`config.mk`:
```
export PLATFORM = sky130hd
export DESIGN_NAME = splcs_ctrl
export DESIGN_NICKNAME = d
export VERILOG_FILES = /design/src/splcs_pkg.sv /design/src/splcs_ctrl.sv
export VERILOG_INCLUDE_DIRS = /design/src
export SDC_FILE = /design/constraint.sdc
export NUM_CORES = 1
export LEC_CHECK = 0
export CAP_MARGIN = 15
export CORE_MARGIN = 2
export CORE_UTILIZATION = 30
export CTS_CLUSTER_DIAMETER = 100
export DETAILED_ROUTE_END_ITERATION = 16
export DONT_BUFFER_PORTS = 1
export HOLD_SLACK_MARGIN = 0.1
export PLACE_DENSITY = 0.5
export SYNTH_ARGS = -nofsm -noshare
export SYNTH_HDL_FRONTEND = slang
export SYNTH_SLANG_ARGS = --single-unit
```
`constraint.sdc`:
```
create_clock -name clk -period 2.5 [get_ports clk]
set_input_delay 0.125 -clock clk [delete_from_list [all_inputs] [get_ports clk]]
set_output_delay 0.125 -clock clk [all_outputs]
set_load 0.03 [all_outputs]
```
`src/splcs_map.svh`:
```
`ifndef SPLCS_MAP_SVH
`define SPLCS_MAP_SVH

// configuration space word offsets (24-bit byte addresses)
`define SPLCS_OFF_ERRSTAT 24'h000000
`define SPLCS_OFF_TIMEOUT 24'h000004
`define SPLCS_OFF_GENCTL 24'h000008
`define SPLCS_OFF_STATUS 24'h00000c

// error-and-status register fields
`define SPLCS_ES_UNINIT 0
`define SPLCS_ES_OK 1
`define SPLCS_ES_ERR 2
// general control: host bit
`define SPLCS_GC_HOST 31
// link status register fields
`define SPLCS_ST_LINKUP 0
`define SPLCS_ST_SINGLE 1
`define SPLCS_ST_REDUND 2
`define SPLCS_ST_IDLE 3
`define SPLCS_ST_MAINT 4

// reset values
`define SPLCS_TIMEOUT_RST 24'hffffff
`define SPLCS_HOST_RST 1'b0

// initialization thresholds
`define SPLCS_TX_STATUS_MIN 4'hf
`define SPLCS_RX_STATUS_MIN 4'h8
`define SPLCS_LRESET_MIN 3'h4

// silence timer before training, in ns, and its shortened form
`define SPLCS_CLK_NS 8
`define SPLCS_SILENCE_NS 1000
`define SPLCS_SILENCE_CYC \
    ((`SPLCS_SILENCE_NS + `SPLCS_CLK_NS - 1) / `SPLCS_CLK_NS)
`define SPLCS_SIM_SILENCE_CYC 8

`endif

```
`src/splcs_pkg.sv`:
```
package splcs_pkg;

    // link initialization states
    typedef enum logic [2:0] {
        ST_SILENT,
        ST_TRAIN,
        ST_SYNC,
        ST_UP,
        ST_ERROR
    } splcs_state_e;

    // control symbol kinds carried on the symbol ports
    typedef enum logic [1:0] {
        SYM_STATUS,
        SYM_MCE,
        SYM_LRESET,
        SYM_OTHER
    } splcs_sym_e;

    typedef struct packed {
        logic valid;
        splcs_sym_e kind;
    } splcs_txsym_s;

    typedef struct packed {
        logic valid;
        logic err;
        splcs_sym_e kind;
    } splcs_rxsym_s;

endpackage : splcs_pkg

```
`src/splcs_ctrl.sv`:
```
`timescale 1ns/1ps
`include "splcs_map.svh"

module splcs_ctrl (
    input wire logic clk,
    input wire logic rst_b,
    input wire logic simTrainEn,
    input wire logic mceReq,
    input wire logic linkResetReq,
    input wire logic forceReinit,
    input wire logic trainSingleLane,
    input wire logic trainRedundant,
    input wire logic idleNegotiated,
    input wire logic unrecoverableErr,
    input wire splcs_pkg::splcs_rxsym_s rxSym,
    input wire logic rxIdle,
    output splcs_pkg::splcs_txsym_s txSym,
    output logic linkUp,
    output logic rcvdMce,
    output logic rcvdLinkReset,
    output logic portError,
    output logic portReady,
    output logic singleLaneMode,
    output logic idleChosen,
    output logic [23:0] portTimeout,
    output logic hostRole,
    output logic maintOnly,
    output logic redundantLane,
    input wire logic s_axi_cfgp_awvalid,
    output logic s_axi_cfgp_awready,
    input wire logic [23:0] s_axi_cfgp_awaddr,
    input wire logic s_axi_cfgp_wvalid,
    output logic s_axi_cfgp_wready,
    input wire logic [31:0] s_axi_cfgp_wdata,
    input wire logic [3:0] s_axi_cfgp_wstrb,
    output logic s_axi_cfgp_bvalid,
    input wire logic s_axi_cfgp_bready,
    output logic [1:0] s_axi_cfgp_bresp,
    input wire logic s_axi_cfgp_arvalid,
    output logic s_axi_cfgp_arready,
    input wire logic [23:0] s_axi_cfgp_araddr,
    output logic s_axi_cfgp_rvalid,
    input wire logic s_axi_cfgp_rready,
    output logic [31:0] s_axi_cfgp_rdata,
    output logic [1:0] s_axi_cfgp_rresp
);

    // byte-lane merge, used by the timeout and general control registers
    function automatic logic [31:0] splcs_merge(
        input logic [31:0] old,
        input logic [31:0] din,
        input logic [3:0] strb
    );
        logic [31:0] res;
        res = old;
        for (int i = 0; i < 4; i++) begin
            if (strb[i]) begin
                res[i*8 +: 8] = din[i*8 +: 8];
            end
        end
        return res;
    endfunction : splcs_merge

    localparam logic [7:0] SILENCE_CYC = 8'(`SPLCS_SILENCE_CYC);
    localparam logic [7:0] SIM_SILENCE_CYC = 8'(`SPLCS_SIM_SILENCE_CYC);

    splcs_pkg::splcs_state_e state_q;
    splcs_pkg::splcs_state_e state_d;
    splcs_pkg::splcs_txsym_s txSym_d;
    logic [7:0] timer_q;
    logic [3:0] txStatusCnt_q;
    logic [3:0] rxStatusCnt_q;
    logic [2:0] lrCnt_q;
    logic mcePend_q;
    logic errBit_q;
    logic [23:0] timeout_q;
    logic host_q;
    logic awHeld_q;
    logic wHeld_q;
    logic [23:0] awAddr_q;
    logic [31:0] wData_q;
    logic [3:0] wStrb_q;
    logic doWrite;
    logic errClear;
    logic rxGood;
    logic lrHit;
    logic [31:0] rdMux;
    logic [7:0] silenceLimit;

    // sync may only advance to up once both sync thresholds are met
    logic syncDone;
    assign syncDone = (txStatusCnt_q >= `SPLCS_TX_STATUS_MIN) &&
        (rxStatusCnt_q >= `SPLCS_RX_STATUS_MIN);

    // shortened silence only for simulation runs
    assign silenceLimit = simTrainEn ? SIM_SILENCE_CYC : SILENCE_CYC;

    // initialization state machine
    always_comb begin
        state_d = state_q;
        case (state_q)
            splcs_pkg::ST_SILENT: begin
                if (timer_q >= silenceLimit) begin
                    state_d = splcs_pkg::ST_TRAIN;
                end
            end
            splcs_pkg::ST_TRAIN: begin
                if (idleNegotiated) begin
                    state_d = splcs_pkg::ST_SYNC;
                end
            end
            splcs_pkg::ST_SYNC: begin
                if (unrecoverableErr) begin
                    state_d = splcs_pkg::ST_ERROR;
                end else if (syncDone) begin
                    state_d = splcs_pkg::ST_UP;
                end
            end
            splcs_pkg::ST_UP: begin
                if (unrecoverableErr) begin
                    state_d = splcs_pkg::ST_ERROR;
                end
            end
            splcs_pkg::ST_ERROR: begin
                // software clearing the error bit restarts the link
                if (!errBit_q) begin
                    state_d = splcs_pkg::ST_SILENT;
                end
            end
            default: begin
                state_d = splcs_pkg::ST_SILENT;
            end
        endcase
        if (forceReinit) begin
            state_d = splcs_pkg::ST_SILENT;
        end
    end

    always_ff @(posedge clk) begin
        if (!rst_b) begin
            state_q <= splcs_pkg::ST_SILENT;
        end else begin
            state_q <= state_d;
        end
    end

    // silence timer, restarted on every entry to silence
    always_ff @(posedge clk) begin
        if (!rst_b || state_q != splcs_pkg::ST_SILENT) begin
            timer_q <= 8'h00;
        end else if (timer_q < silenceLimit) begin
            timer_q <= timer_q + 8'h01;
        end
    end

    // transmit choice: link reset beats multicast beats status
    always_comb begin
        txSym_d.valid = 1'b0;
        txSym_d.kind = splcs_pkg::SYM_STATUS;
        if (linkResetReq) begin
            txSym_d.valid = 1'b1;
            txSym_d.kind = splcs_pkg::SYM_LRESET;
        end else if (mcePend_q || mceReq) begin
            txSym_d.valid = 1'b1;
            txSym_d.kind = splcs_pkg::SYM_MCE;
        end else if (state_q == splcs_pkg::ST_SYNC) begin
            txSym_d.valid = 1'b1;
        end
    end

    always_ff @(posedge clk) begin
        if (!rst_b) begin
            txSym <= '0;
        end else begin
            txSym <= txSym_d;
        end
    end

    // a request blocked by link reset waits here; new request wins
    always_ff @(posedge clk) begin
        if (!rst_b) begin
            mcePend_q <= 1'b0;
        end else begin
            mcePend_q <= linkResetReq && (mceReq || mcePend_q);
        end
    end

    // sync counters, saturating, cleared outside sync
    assign rxGood = rxSym.valid && !rxSym.err;
    always_ff @(posedge clk) begin
        if (!rst_b || state_q != splcs_pkg::ST_SYNC) begin
            txStatusCnt_q <= 4'h0;
            rxStatusCnt_q <= 4'h0;
        end else begin
            if (txSym_d.valid && txSym_d.kind == splcs_pkg::SYM_STATUS &&
                txStatusCnt_q < `SPLCS_TX_STATUS_MIN) begin
                txStatusCnt_q <= txStatusCnt_q + 4'h1;
            end
            // an errored symbol breaks the error-free run
            if (rxSym.valid && rxSym.err) begin
                rxStatusCnt_q <= 4'h0;
            end else if (rxGood && rxSym.kind == splcs_pkg::SYM_STATUS &&
                rxStatusCnt_q < `SPLCS_RX_STATUS_MIN) begin
                rxStatusCnt_q <= rxStatusCnt_q + 4'h1;
            end
        end
    end

    // received link reset run; status and idles are transparent
    assign lrHit = rxGood && rxSym.kind == splcs_pkg::SYM_LRESET;
    always_ff @(posedge clk) begin
        if (!rst_b) begin
            lrCnt_q <= 3'h0;
        end else if (lrHit) begin
            if (lrCnt_q == `SPLCS_LRESET_MIN - 3'h1) begin
                lrCnt_q <= 3'h0;
            end else begin
                lrCnt_q <= lrCnt_q + 3'h1;
            end
        end else if (rxIdle ||
            (rxGood && rxSym.kind == splcs_pkg::SYM_STATUS)) begin
            lrCnt_q <= lrCnt_q;
        end else if (rxSym.valid) begin
            lrCnt_q <= 3'h0;
        end
    end

    // received event pulses
    always_ff @(posedge clk) begin
        if (!rst_b) begin
            rcvdMce <= 1'b0;
            rcvdLinkReset <= 1'b0;
        end else begin
            rcvdMce <= rxGood && rxSym.kind == splcs_pkg::SYM_MCE;
            rcvdLinkReset <= lrHit &&
                lrCnt_q == `SPLCS_LRESET_MIN - 3'h1;
        end
    end

    // training results, sampled as sync begins
    always_ff @(posedge clk) begin
        if (!rst_b || state_q == splcs_pkg::ST_SILENT) begin
            singleLaneMode <= 1'b0;
            redundantLane <= 1'b0;
            idleChosen <= 1'b0;
        end else if (state_q == splcs_pkg::ST_TRAIN && idleNegotiated) begin
            singleLaneMode <= trainSingleLane;
            redundantLane <= trainRedundant;
            idleChosen <= 1'b1;
        end
    end

    // write channel: address and data taken independently
    assign s_axi_cfgp_awready = !awHeld_q && !s_axi_cfgp_bvalid;
    assign s_axi_cfgp_wready = !wHeld_q && !s_axi_cfgp_bvalid;
    assign doWrite = awHeld_q && wHeld_q && !s_axi_cfgp_bvalid;
    assign s_axi_cfgp_bresp = 2'h0;
    assign s_axi_cfgp_rresp = 2'h0;

    always_ff @(posedge clk) begin
        if (!rst_b) begin
            awHeld_q <= 1'b0;
            awAddr_q <= 24'h000000;
        end else if (s_axi_cfgp_awvalid && s_axi_cfgp_awready) begin
            awHeld_q <= 1'b1;
            awAddr_q <= s_axi_cfgp_awaddr;
        end else if (doWrite) begin
            awHeld_q <= 1'b0;
        end
    end

    always_ff @(posedge clk) begin
        if (!rst_b) begin
            wHeld_q <= 1'b0;
            wData_q <= 32'h00000000;
            wStrb_q <= 4'h0;
        end else if (s_axi_cfgp_wvalid && s_axi_cfgp_wready) begin
            wHeld_q <= 1'b1;
            wData_q <= s_axi_cfgp_wdata;
            wStrb_q <= s_axi_cfgp_wstrb;
        end else if (doWrite) begin
            wHeld_q <= 1'b0;
        end
    end

    // response stays up until the master takes it
    always_ff @(posedge clk) begin
        if (!rst_b) begin
            s_axi_cfgp_bvalid <= 1'b0;
        end else if (doWrite) begin
            s_axi_cfgp_bvalid <= 1'b1;
        end else if (s_axi_cfgp_bready) begin
            s_axi_cfgp_bvalid <= 1'b0;
        end
    end

    // merged words held as nets, since a call result cannot be sliced
    logic [31:0] toMerged;
    logic [31:0] gcMerged;
    assign toMerged = splcs_merge({8'h00, timeout_q}, wData_q, wStrb_q);
    assign gcMerged = splcs_merge({host_q, 31'h0}, wData_q, wStrb_q);

    // writable fields
    always_ff @(posedge clk) begin
        if (!rst_b) begin
            timeout_q <= `SPLCS_TIMEOUT_RST;
            host_q <= `SPLCS_HOST_RST;
        end else if (doWrite) begin
            if (awAddr_q == `SPLCS_OFF_TIMEOUT) begin
                timeout_q <= toMerged[23:0];
            end
            if (awAddr_q == `SPLCS_OFF_GENCTL) begin
                host_q <= gcMerged[`SPLCS_GC_HOST];
            end
        end
    end

    // error bit: write one to clear, a new error wins
    assign errClear = doWrite && awAddr_q == `SPLCS_OFF_ERRSTAT &&
        wStrb_q[0] && wData_q[`SPLCS_ES_ERR];
    always_ff @(posedge clk) begin
        if (!rst_b) begin
            errBit_q <= 1'b0;
        end else if (state_d == splcs_pkg::ST_ERROR &&
            state_q != splcs_pkg::ST_ERROR) begin
            errBit_q <= 1'b1;
        end else if (errClear) begin
            errBit_q <= 1'b0;
        end
    end

    // read mux; unmapped words read as zero
    always_comb begin
        rdMux = 32'h00000000;
        case (s_axi_cfgp_araddr)
            `SPLCS_OFF_ERRSTAT: begin
                rdMux[`SPLCS_ES_UNINIT] = state_q != splcs_pkg::ST_UP;
                rdMux[`SPLCS_ES_OK] = state_q == splcs_pkg::ST_UP;
                rdMux[`SPLCS_ES_ERR] = errBit_q;
            end
            `SPLCS_OFF_TIMEOUT: rdMux[23:0] = timeout_q;
            `SPLCS_OFF_GENCTL: rdMux[`SPLCS_GC_HOST] = host_q;
            `SPLCS_OFF_STATUS: begin
                rdMux[`SPLCS_ST_LINKUP] = linkUp;
                rdMux[`SPLCS_ST_SINGLE] = singleLaneMode;
                rdMux[`SPLCS_ST_REDUND] = redundantLane;
                rdMux[`SPLCS_ST_IDLE] = idleChosen;
                rdMux[`SPLCS_ST_MAINT] = maintOnly;
            end
            default: rdMux = 32'h00000000;
        endcase
    end

    // one read outstanding; data frozen while valid
    assign s_axi_cfgp_arready = !s_axi_cfgp_rvalid;
    always_ff @(posedge clk) begin
        if (!rst_b) begin
            s_axi_cfgp_rvalid <= 1'b0;
            s_axi_cfgp_rdata <= 32'h00000000;
        end else if (s_axi_cfgp_arvalid && s_axi_cfgp_arready) begin
            s_axi_cfgp_rvalid <= 1'b1;
            s_axi_cfgp_rdata <= rdMux;
        end else if (s_axi_cfgp_rready) begin
            s_axi_cfgp_rvalid <= 1'b0;
        end
    end

    // registered status mirrors, all inactive during reset
    always_ff @(posedge clk) begin
        if (!rst_b) begin
            linkUp <= 1'b0;
            portError <= 1'b0;
            portReady <= 1'b0;
            portTimeout <= 24'h000000;
            hostRole <= 1'b0;
            maintOnly <= 1'b0;
        end else begin
            linkUp <= state_q == splcs_pkg::ST_UP;
            portError <= errBit_q;
            portReady <= state_q == splcs_pkg::ST_UP;
            portTimeout <= timeout_q;
            hostRole <= host_q;
            // far side must stick to maintenance while in error
            maintOnly <= errBit_q;
        end
    end
endmodule : splcs_ctrl

```
==> results of run 1 <==
==> sequential cells by signal, summed over array words and instances, names as in the netlist, 3 cells and up <==
signal,count
wData_q,25
txSym,3
timer_q,8
state_q,3
rxStatusCnt_q,4
timeout_q,24
portTimeout,24
lrCnt_q,3
wStrb_q,4
txStatusCnt_q,4
s_axi_cfgp_rdata,25
awAddr_q,24
==> synth_stat cells, types with 2 or more instances <==
library cell	number	area share
nor3_1	10	0.0078
nor2_1	25	0.015
dfxtp_1	166	0.52
o21ai_0	19	0.015
nand3_1	8	0.0063
nand2b_1	7	0.0069
a21o_1	2	0.0024
nor2b_1	7	0.0069
and3_1	4	0.0039
nor4_1	9	0.0088
and2_1	32	0.031
xnor2_1	2	0.0027
clkbuf_1	29	0.017
o21a_1	2	0.0024
a22o_1	19	0.026
a21oi_1	9	0.0071
ha_1	10	0.020
nor3b_1	2	0.0024
a21boi_0	56	0.066
nand3b_1	4	0.0047
nor4_4	6	0.020
nand4_1	2	0.0020
a31oi_1	3	0.0029
mux2i_1	31	0.049
nand2_1	158	0.093
xor2_1	3	0.0041
or3_1	5	0.0049
inv_1	9	0.0053
buf_4	13	0.015
==> repair_timing <==
| action | CTS | global route |
|---|---|---|
| gates resized for setup | 0 | 1 |
| hold buffers | 80 | 0 |
| setup endpoints to repair | 0 | 3 |
| hold endpoints to repair | 147 | 0 |
==> logic make-up (layout without fill, tap and decap cells) <==
family / after synthesis / after routing / synth area share
compound gates: 122 / 122 / 0.137
simple gates: 288 / 288 / 0.227
flops: 166 / 166 / 0.521
other cells: 1 / 13 / 0.000587
buf+inv: 53 / 133 / 0.0390
fa+ha+maj: 10 / 10 / 0.0196
xor+xnor: 5 / 5 / 0.00686
mux: 31 / 31 / 0.0486
==> worst register-to-register path, stage by stage (launching register included) <==
cell	delay, ns
dfxtp_1	0.47
nor2_1	0.36
and2_2	0.36
buf_12	0.19
nand2_1	0.07
a21boi_0	0.15
dlygate4sd3_1	0.57
==> metrics by stage <==
step | power [µW] | hold WS [ns] | utilization | std cells | worst slack, ns
3_3_place_gp | 3220 | 0.199 | 0.318 | 929 | 0.424
3_5_place_dp | 3240 | 0.205 | 0.318 | 929 | 0.391
6_report | 5970 | 0.123 | 0.386 | 1043 | 0.261
2_1_floorplan | 3190 | 0.197 | - | 686 | 0.512
4_1_cts | 6070 | 0.100 | 0.386 | 1041 | 0.169
5_1_grt | 6250 | 0.112 | 0.386 | 1043 | 0.120
==> how the worst max path moves through the flow <==
stage / startpoint / end / slack [ns] / cells past startpoint
floorplan: s_axi_cfgp_bvalid$_SDFFE_PN0P_ / wData_q[14]$_SDFFE_PN0P_ / 0.51 / 6
global placement: timer_q[5]$_SDFFE_PP0N_ / timer_q[3]$_SDFFE_PP0N_ / 0.42 / 6
detailed placement: timer_q[5]$_SDFFE_PP0N_ / timer_q[3]$_SDFFE_PP0N_ / 0.39 / 6
CTS: s_axi_cfgp_bvalid$_SDFFE_PN0P_ / wData_q[22]$_SDFFE_PN0P_ / 0.17 / 6
global route: s_axi_cfgp_bvalid$_SDFFE_PN0P_ / wData_q[22]$_SDFFE_PN0P_ / 0.12 / 6
finish: s_axi_cfgp_bvalid$_SDFFE_PN0P_ / wData_q[22]$_SDFFE_PN0P_ / 0.26 / 6
==> final cells by class <==
class | instances | area share
repair buffers | 92 | 0.114
inverters | 9 | 0.00418
multi-input cells | 467 | 0.353
well taps | 275 | 0.0425
clock inverters | 15 | 0.0230
clock buffers | 17 | 0.0526
flip-flops and latches | 166 | 0.411
diodes | 2 | 0.000619
==> power breakdown <==
part | total [µW] | internal [µW] | switching [µW]
Combinational | 468 | 212 | 256
Clock | 2660 | 1440 | 1230
Sequential | 2840 | 2740 | 109
Total | 5970 | 4380 | 1590
==> routing by layer <==
layer	wire length, µm	vias up	GRT usage
li1	-	2453	-
met1	6930	2314	0.170
met2	7250	128	0.231
met3	871	19	0.0363
met4	424	0	0.0708
met5	0	-	0
==> results by group, run 1 <==
Critical path
  – R2r startpoint: s_axi_cfgp_bvalid$_SDFFE_PN0P_
  – CP Data Required Time: 2.87 ns
  – Critical register-to-register path endpoint: wData_q[22]$_SDFFE_PN0P_
  – Critical path class: reg -> reg
  – Crit-path cells: nor2_1 > and2_2 > buf_12 > nand2_1 > a21boi_0 > dlygate4sd3_1
  – WP buf/inv: 2
  – Peak fanout along the critical path: 18
  – Worst Setup End Kind: register
  – Arrival @ worst endpoint: 2.60 ns
  – Worst Reg-to-Reg Cells: 6
  – Worst path slowest cell: dlygate4sd3_1
  – CP delay by family, top: simple AND/OR/NAND/NOR gates
  – Reg2reg setup slack: 0.26 ns
  – Crit-path max cell delay: 0.57 ns
  – Startpoint Class: register

CTS
  – Post-CTS setup buffer count: 0
  – Skew-Pair Late Insertion Delay: 0.43 ns
  – Clock slew at reported path FFs: 0.07 ns
  – Root Driver: clkbuf_16
  – TritonCTS clock tree: done
  – H-Tree Depth: 4
  – TritonCTS Buffers: 17
  – Bufs on Longest Clock Path: 2
  – CTS Sinks: 166

Logic synthesis
  – Async set-reset flop share out of synthesis: 0
  – Syn Std Cell Area: 6380 µm²
  – Yosys cell types: 53
  – Ys flop type: dfxtp_1
  – Post-synthesis register bit count: 166
  – Mean Syn Cell Area: 9.44 µm²
  – Post-synthesis sequential area ratio: 0.521
  – Synth warn: 0
  – Number of flops mapped to enable cells by yosys: 0
  – Post-Synthesis Cells: 676

STA
  – Worst-Margin Slew: 0.721 ns
  – Headroom to the max-slew limit: 0.515
  – Minimum clock period: 2.24 ns
  – Clock skew: 0.0113 ns
  – Setup Viol. Count Final: 0
  – Unrepaired setup endpoints after global routing: no
  – Setup TNS: 0 ns
  – Final Cycle Share: 0.896
  – Fin. max-slew vios: 0
  – Final Hold Viols: 0
  – FMAX: 447 MHz

Power and ir drop
  – PwrDens: 738 nW/µm²
  – Peak VDD IR: 0.341 mV
  – Leak: 0.00304 µW

Detailed routing
  – Pre-antenna DRT Iters: 4
  – DR vias: 4914
  – Drt drc: 0
  – Drt wl/cell: 14.8 µm
  – Final WL: 15.5 mm
  – DRT antenna net count: 0
  – Initial drt markers: 223
  – Avg Vias per Cell: 4.71

Worst hold path
  – Worst Hold Class: in -> reg
  – Hold Path End: wData_q[15]$_SDFFE_PN0P_
  – Worst Hold Path Cells: 4
  – Hold_sp: s_axi_cfgp_wvalid

GRT
  – First-pass GRT wire length: 24.5 mm
  – Vias in the first global route: 4904
  – Initial antenna violation count: 2
  – GRT Util Overall: 0.140
  – GR Overflow Total: 0
  – Pin count of the biggest net entering global routing: 122

Layout
  – Layout cells sized above 1: 0.0757
  – Area grow syn2layout: 26.8%
  – Post-route design area: 8090 µm²
  – Multi-input gate area: 2850 µm²
  – Reg area: 3320 µm²
  – FILL cells: 2086
  – Commonest non-fill, non-tap cell in the layout: dfxtp_1
  – Fin nets: 867
  – Most frequent cells in the layout: dfxtp_1, nand2_1, dlygate4sd3_1, a21boi_0

Flow run
  – Maxcap violations: 0

Outcome
  – Outcome: finished clean

Floorplanning
  – Row cnt: 53
  – Core area: 21000 µm²
  – IO Pins: 182
  – DIE AREA: 22500 µm²
  – Chip Width: 150 µm
  – Initial Utilization: 0.305
  – Die height: 150 µm

Placement
  – Post-DP Area: 6660 µm²
  – Placer Congestion: 0.776
  – IO buf count: 0
  – Post-DP HPWL: 10.4 mm
Power figures use the tool's default switching activity.
==> run 2, diff against run 1 <==
- ABC_AREA: unset -> 1
==> run 2 against run 1 <==
Area after synthesis is 4.9% higher. Via count up 13%. Register-to-register slack lost 0.07 ns. Flip-flop and latch count is the same. First-iteration DRC count up 30%. Sequential share of layout area down 0.91 points. Non-clock buffer count rose by 5. Utilization down 0.81 points. Critical endpoint is now wStrb_q[0]$_SDFFE_PN0P_. Critical path depth fell by 1. Synthesized cell count increased by 27%. Cell count increased by 18%.
==> results by group, run 2 <==
Critical path
  – R2r startpoint: s_axi_cfgp_bvalid$_SDFFE_PN0P_
  – Peak fanout along the critical path: 8
  – Critical path class: reg -> reg
  – Arrival @ worst endpoint: 2.62 ns
  – Crit-path max cell delay: 0.56 ns
  – Reg2reg setup slack: 0.19 ns
  – Startpoint Class: register
  – CP Data Required Time: 2.81 ns
  – Worst Setup End Kind: register
  – Crit-path cells: nor2_1 > nand2_1 > o21ai_0 > a21oi_1 > dlygate4sd3_1
  – Worst path slowest cell: dlygate4sd3_1
  – WP buf/inv: 1
  – CP delay by family, top: simple AND/OR/NAND/NOR gates
  – CP Launch Point: s_axi_cfgp_bvalid$_SDFFE_PN0P_

Floorplanning
  – Die height: 153 µm
  – Core area: 21900 µm²
  – Chip Width: 153 µm
  – DIE AREA: 23500 µm²
  – Initial Utilization: 0.306
  – Row cnt: 54
  – IO Pins: 182

STA
  – Worst-Margin Slew: 0.695 ns
  – Fin. max-slew vios: 0
  – Clock skew: 0.0109 ns
  – Final Cycle Share: 0.925
  – Setup TNS: 0 ns
  – Final Hold Viols: 0
  – Setup Viol. Count Final: 0
  – Minimum clock period: 2.31 ns
  – Unrepaired setup endpoints after global routing: no
  – FMAX: 432 MHz
  – Headroom to the max-slew limit: 0.536

Layout
  – Area grow syn2layout: 23.6%
  – Final core utilization: 0.378
  – Largest regs: s_axi_cfgp_rdata x25, wData_q x25
  – Most frequent cells in the layout: dfxtp_1, nor2_1, nand2_1, dlygate4sd3_1, nand3_1
  – Fin nets: 1051
  – Commonest non-fill, non-tap cell in the layout: dfxtp_1
  – Layout cells sized above 1: 0.0939

Logic synthesis
  – Syn Std Cell Area: 6700 µm²
  – Post-synthesis sequential area ratio: 0.496
  – Async set-reset flop share out of synthesis: 0
  – Post-Synthesis Cells: 859
  – Synth area leaders: dfxtp_1, nor2_1, nand2_1
  – Number of flops mapped to enable cells by yosys: 0
  – Synth warn: 0
  – Ys flop type: dfxtp_1
  – Mean Syn Cell Area: 7.80 µm²
  – Yosys top cell by area: dfxtp_1
  – Post-synthesis register bit count: 166
  – Yosys cell types: 42
  – Most common cell in the synthesized netlist: dfxtp_1
  – Area share of the largest cell type after synthesis: 0.496
  – Most instantiated cells after synthesis: dfxtp_1, nor2_1, nand2_1

Power and ir drop
  – Leak: 0.00347 µW
  – Peak VDD IR: 0.385 mV
  – PwrDens: 693 nW/µm²

GRT
  – GR Overflow Total: 0
  – Initial antenna violation count: 4
  – First-pass GRT wire length: 28.3 mm
  – Pin count of the biggest net entering global routing: 113
  – Vias in the first global route: 5327
  – GRT Util Overall: 0.150

Flow run
  – Maxcap violations: 0

Placement
  – Post-DP HPWL: 11.8 mm
  – Placer Congestion: 0.781
  – IO buf count: 0

CTS
  – CTS Sinks: 166
  – TritonCTS clock tree: done
  – Root Driver: clkbuf_16
  – Bufs on Longest Clock Path: 2
  – H-Tree Depth: 4
  – TritonCTS Buffers: 17
  – Clock slew at reported path FFs: 0.06 ns
  – Skew-Pair Late Insertion Delay: 0.42 ns

Detailed routing
  – Drt drc: 0
  – Drt wl/cell: 14.0 µm
  – Pre-antenna DRT Iters: 4
  – Final WL: 17.2 mm
  – Initial drt markers: 290
  – Avg Vias per Cell: 4.51
  – DR vias: 5543
  – DRT antenna net count: 0

Outcome
  – Outcome: finished clean

Worst hold path
  – Hold_sp: rst_b
  – Worst Hold Class: in -> reg
==> run 2: through the flow <==
step           instances  cell area, µm²  hold WS (ns)  power [µW]  setup WS [ns]
2_1_floorplan        869            6740         0.204        3270          0.770
3_3_place_gp        1111            6860         0.207        3320          0.448
3_5_place_dp        1111            6860         0.210        3320          0.431
4_1_cts             1228            8270         0.105        5830          0.181
5_1_grt             1230            8280         0.136        6020         0.0567
6_report            1230            8280         0.114        5740          0.187
==> run 2: path summary, 6_finish.rpt <==
check                               to  cells after the start
max            wStrb_q[0]$_SDFFE_PN0P_                      5
min          timeout_q[2]$_SDFFE_PN1P_                      2
max reg2reg    wStrb_q[0]$_SDFFE_PN0P_                      5
min reg2reg   awAddr_q[7]$_SDFFE_PN0P_                      2
==> run 2: cell type report <==
| class | count | area, µm² |
|---|---|---|
| timing repair buffer | 97 | 976 |
| inverter | 76 | 285 |
| multi-input combinational | 579 | 2820 |
| sequential | 166 | 3320 |
| clock buffer | 22 | 464 |
| clock inverter | 8 | 53.8 |
| fill | 2311 | 13600 |
| antenna | 2 | 5.00 |
| tap | 280 | 350 |
==> run 2: where the power goes <==
part / switching [µW] / internal [µW] / total, µW / leakage, µW
Clock: 1030 / 1310 / 2340 / 0.000244
Combinational: 310 / 203 / 513 / 0.00186
Sequential: 118 / 2760 / 2880 / 0.00136
==> run 2: per-layer routing <==
layer / vias to the layer above / GRT usage / wire length (µm) / share of wire
met4: 4 / 0.0406 / 189 / 0.011
met2: 130 / 0.220 / 7320 / 0.42
li1: 2925 / - / - / -
met1: 2464 / 0.214 / 8760 / 0.51
met3: 20 / 0.0456 / 941 / 0.055
met5: - / 0 / 24 / 0.0014
==> run 2: cells by family after synthesis <==
logic type / synth area share
adder cells (fa/ha/maj): 0.0187
other: 0.000560
AND/OR/NAND/NOR: 0.286
flip-flops: 0.496
buffers and inverters: 0.0887
XOR/XNOR: 0.00785
AO/OA/AOI/OAI: 0.102
==> run 2: timing repair <==
action	CTS	global route
hold endpoints to repair	143	0
hold buffers	87	0
endpoints found under the setup margin	0	0
resized for setup	0	0
setup buffers	0	0
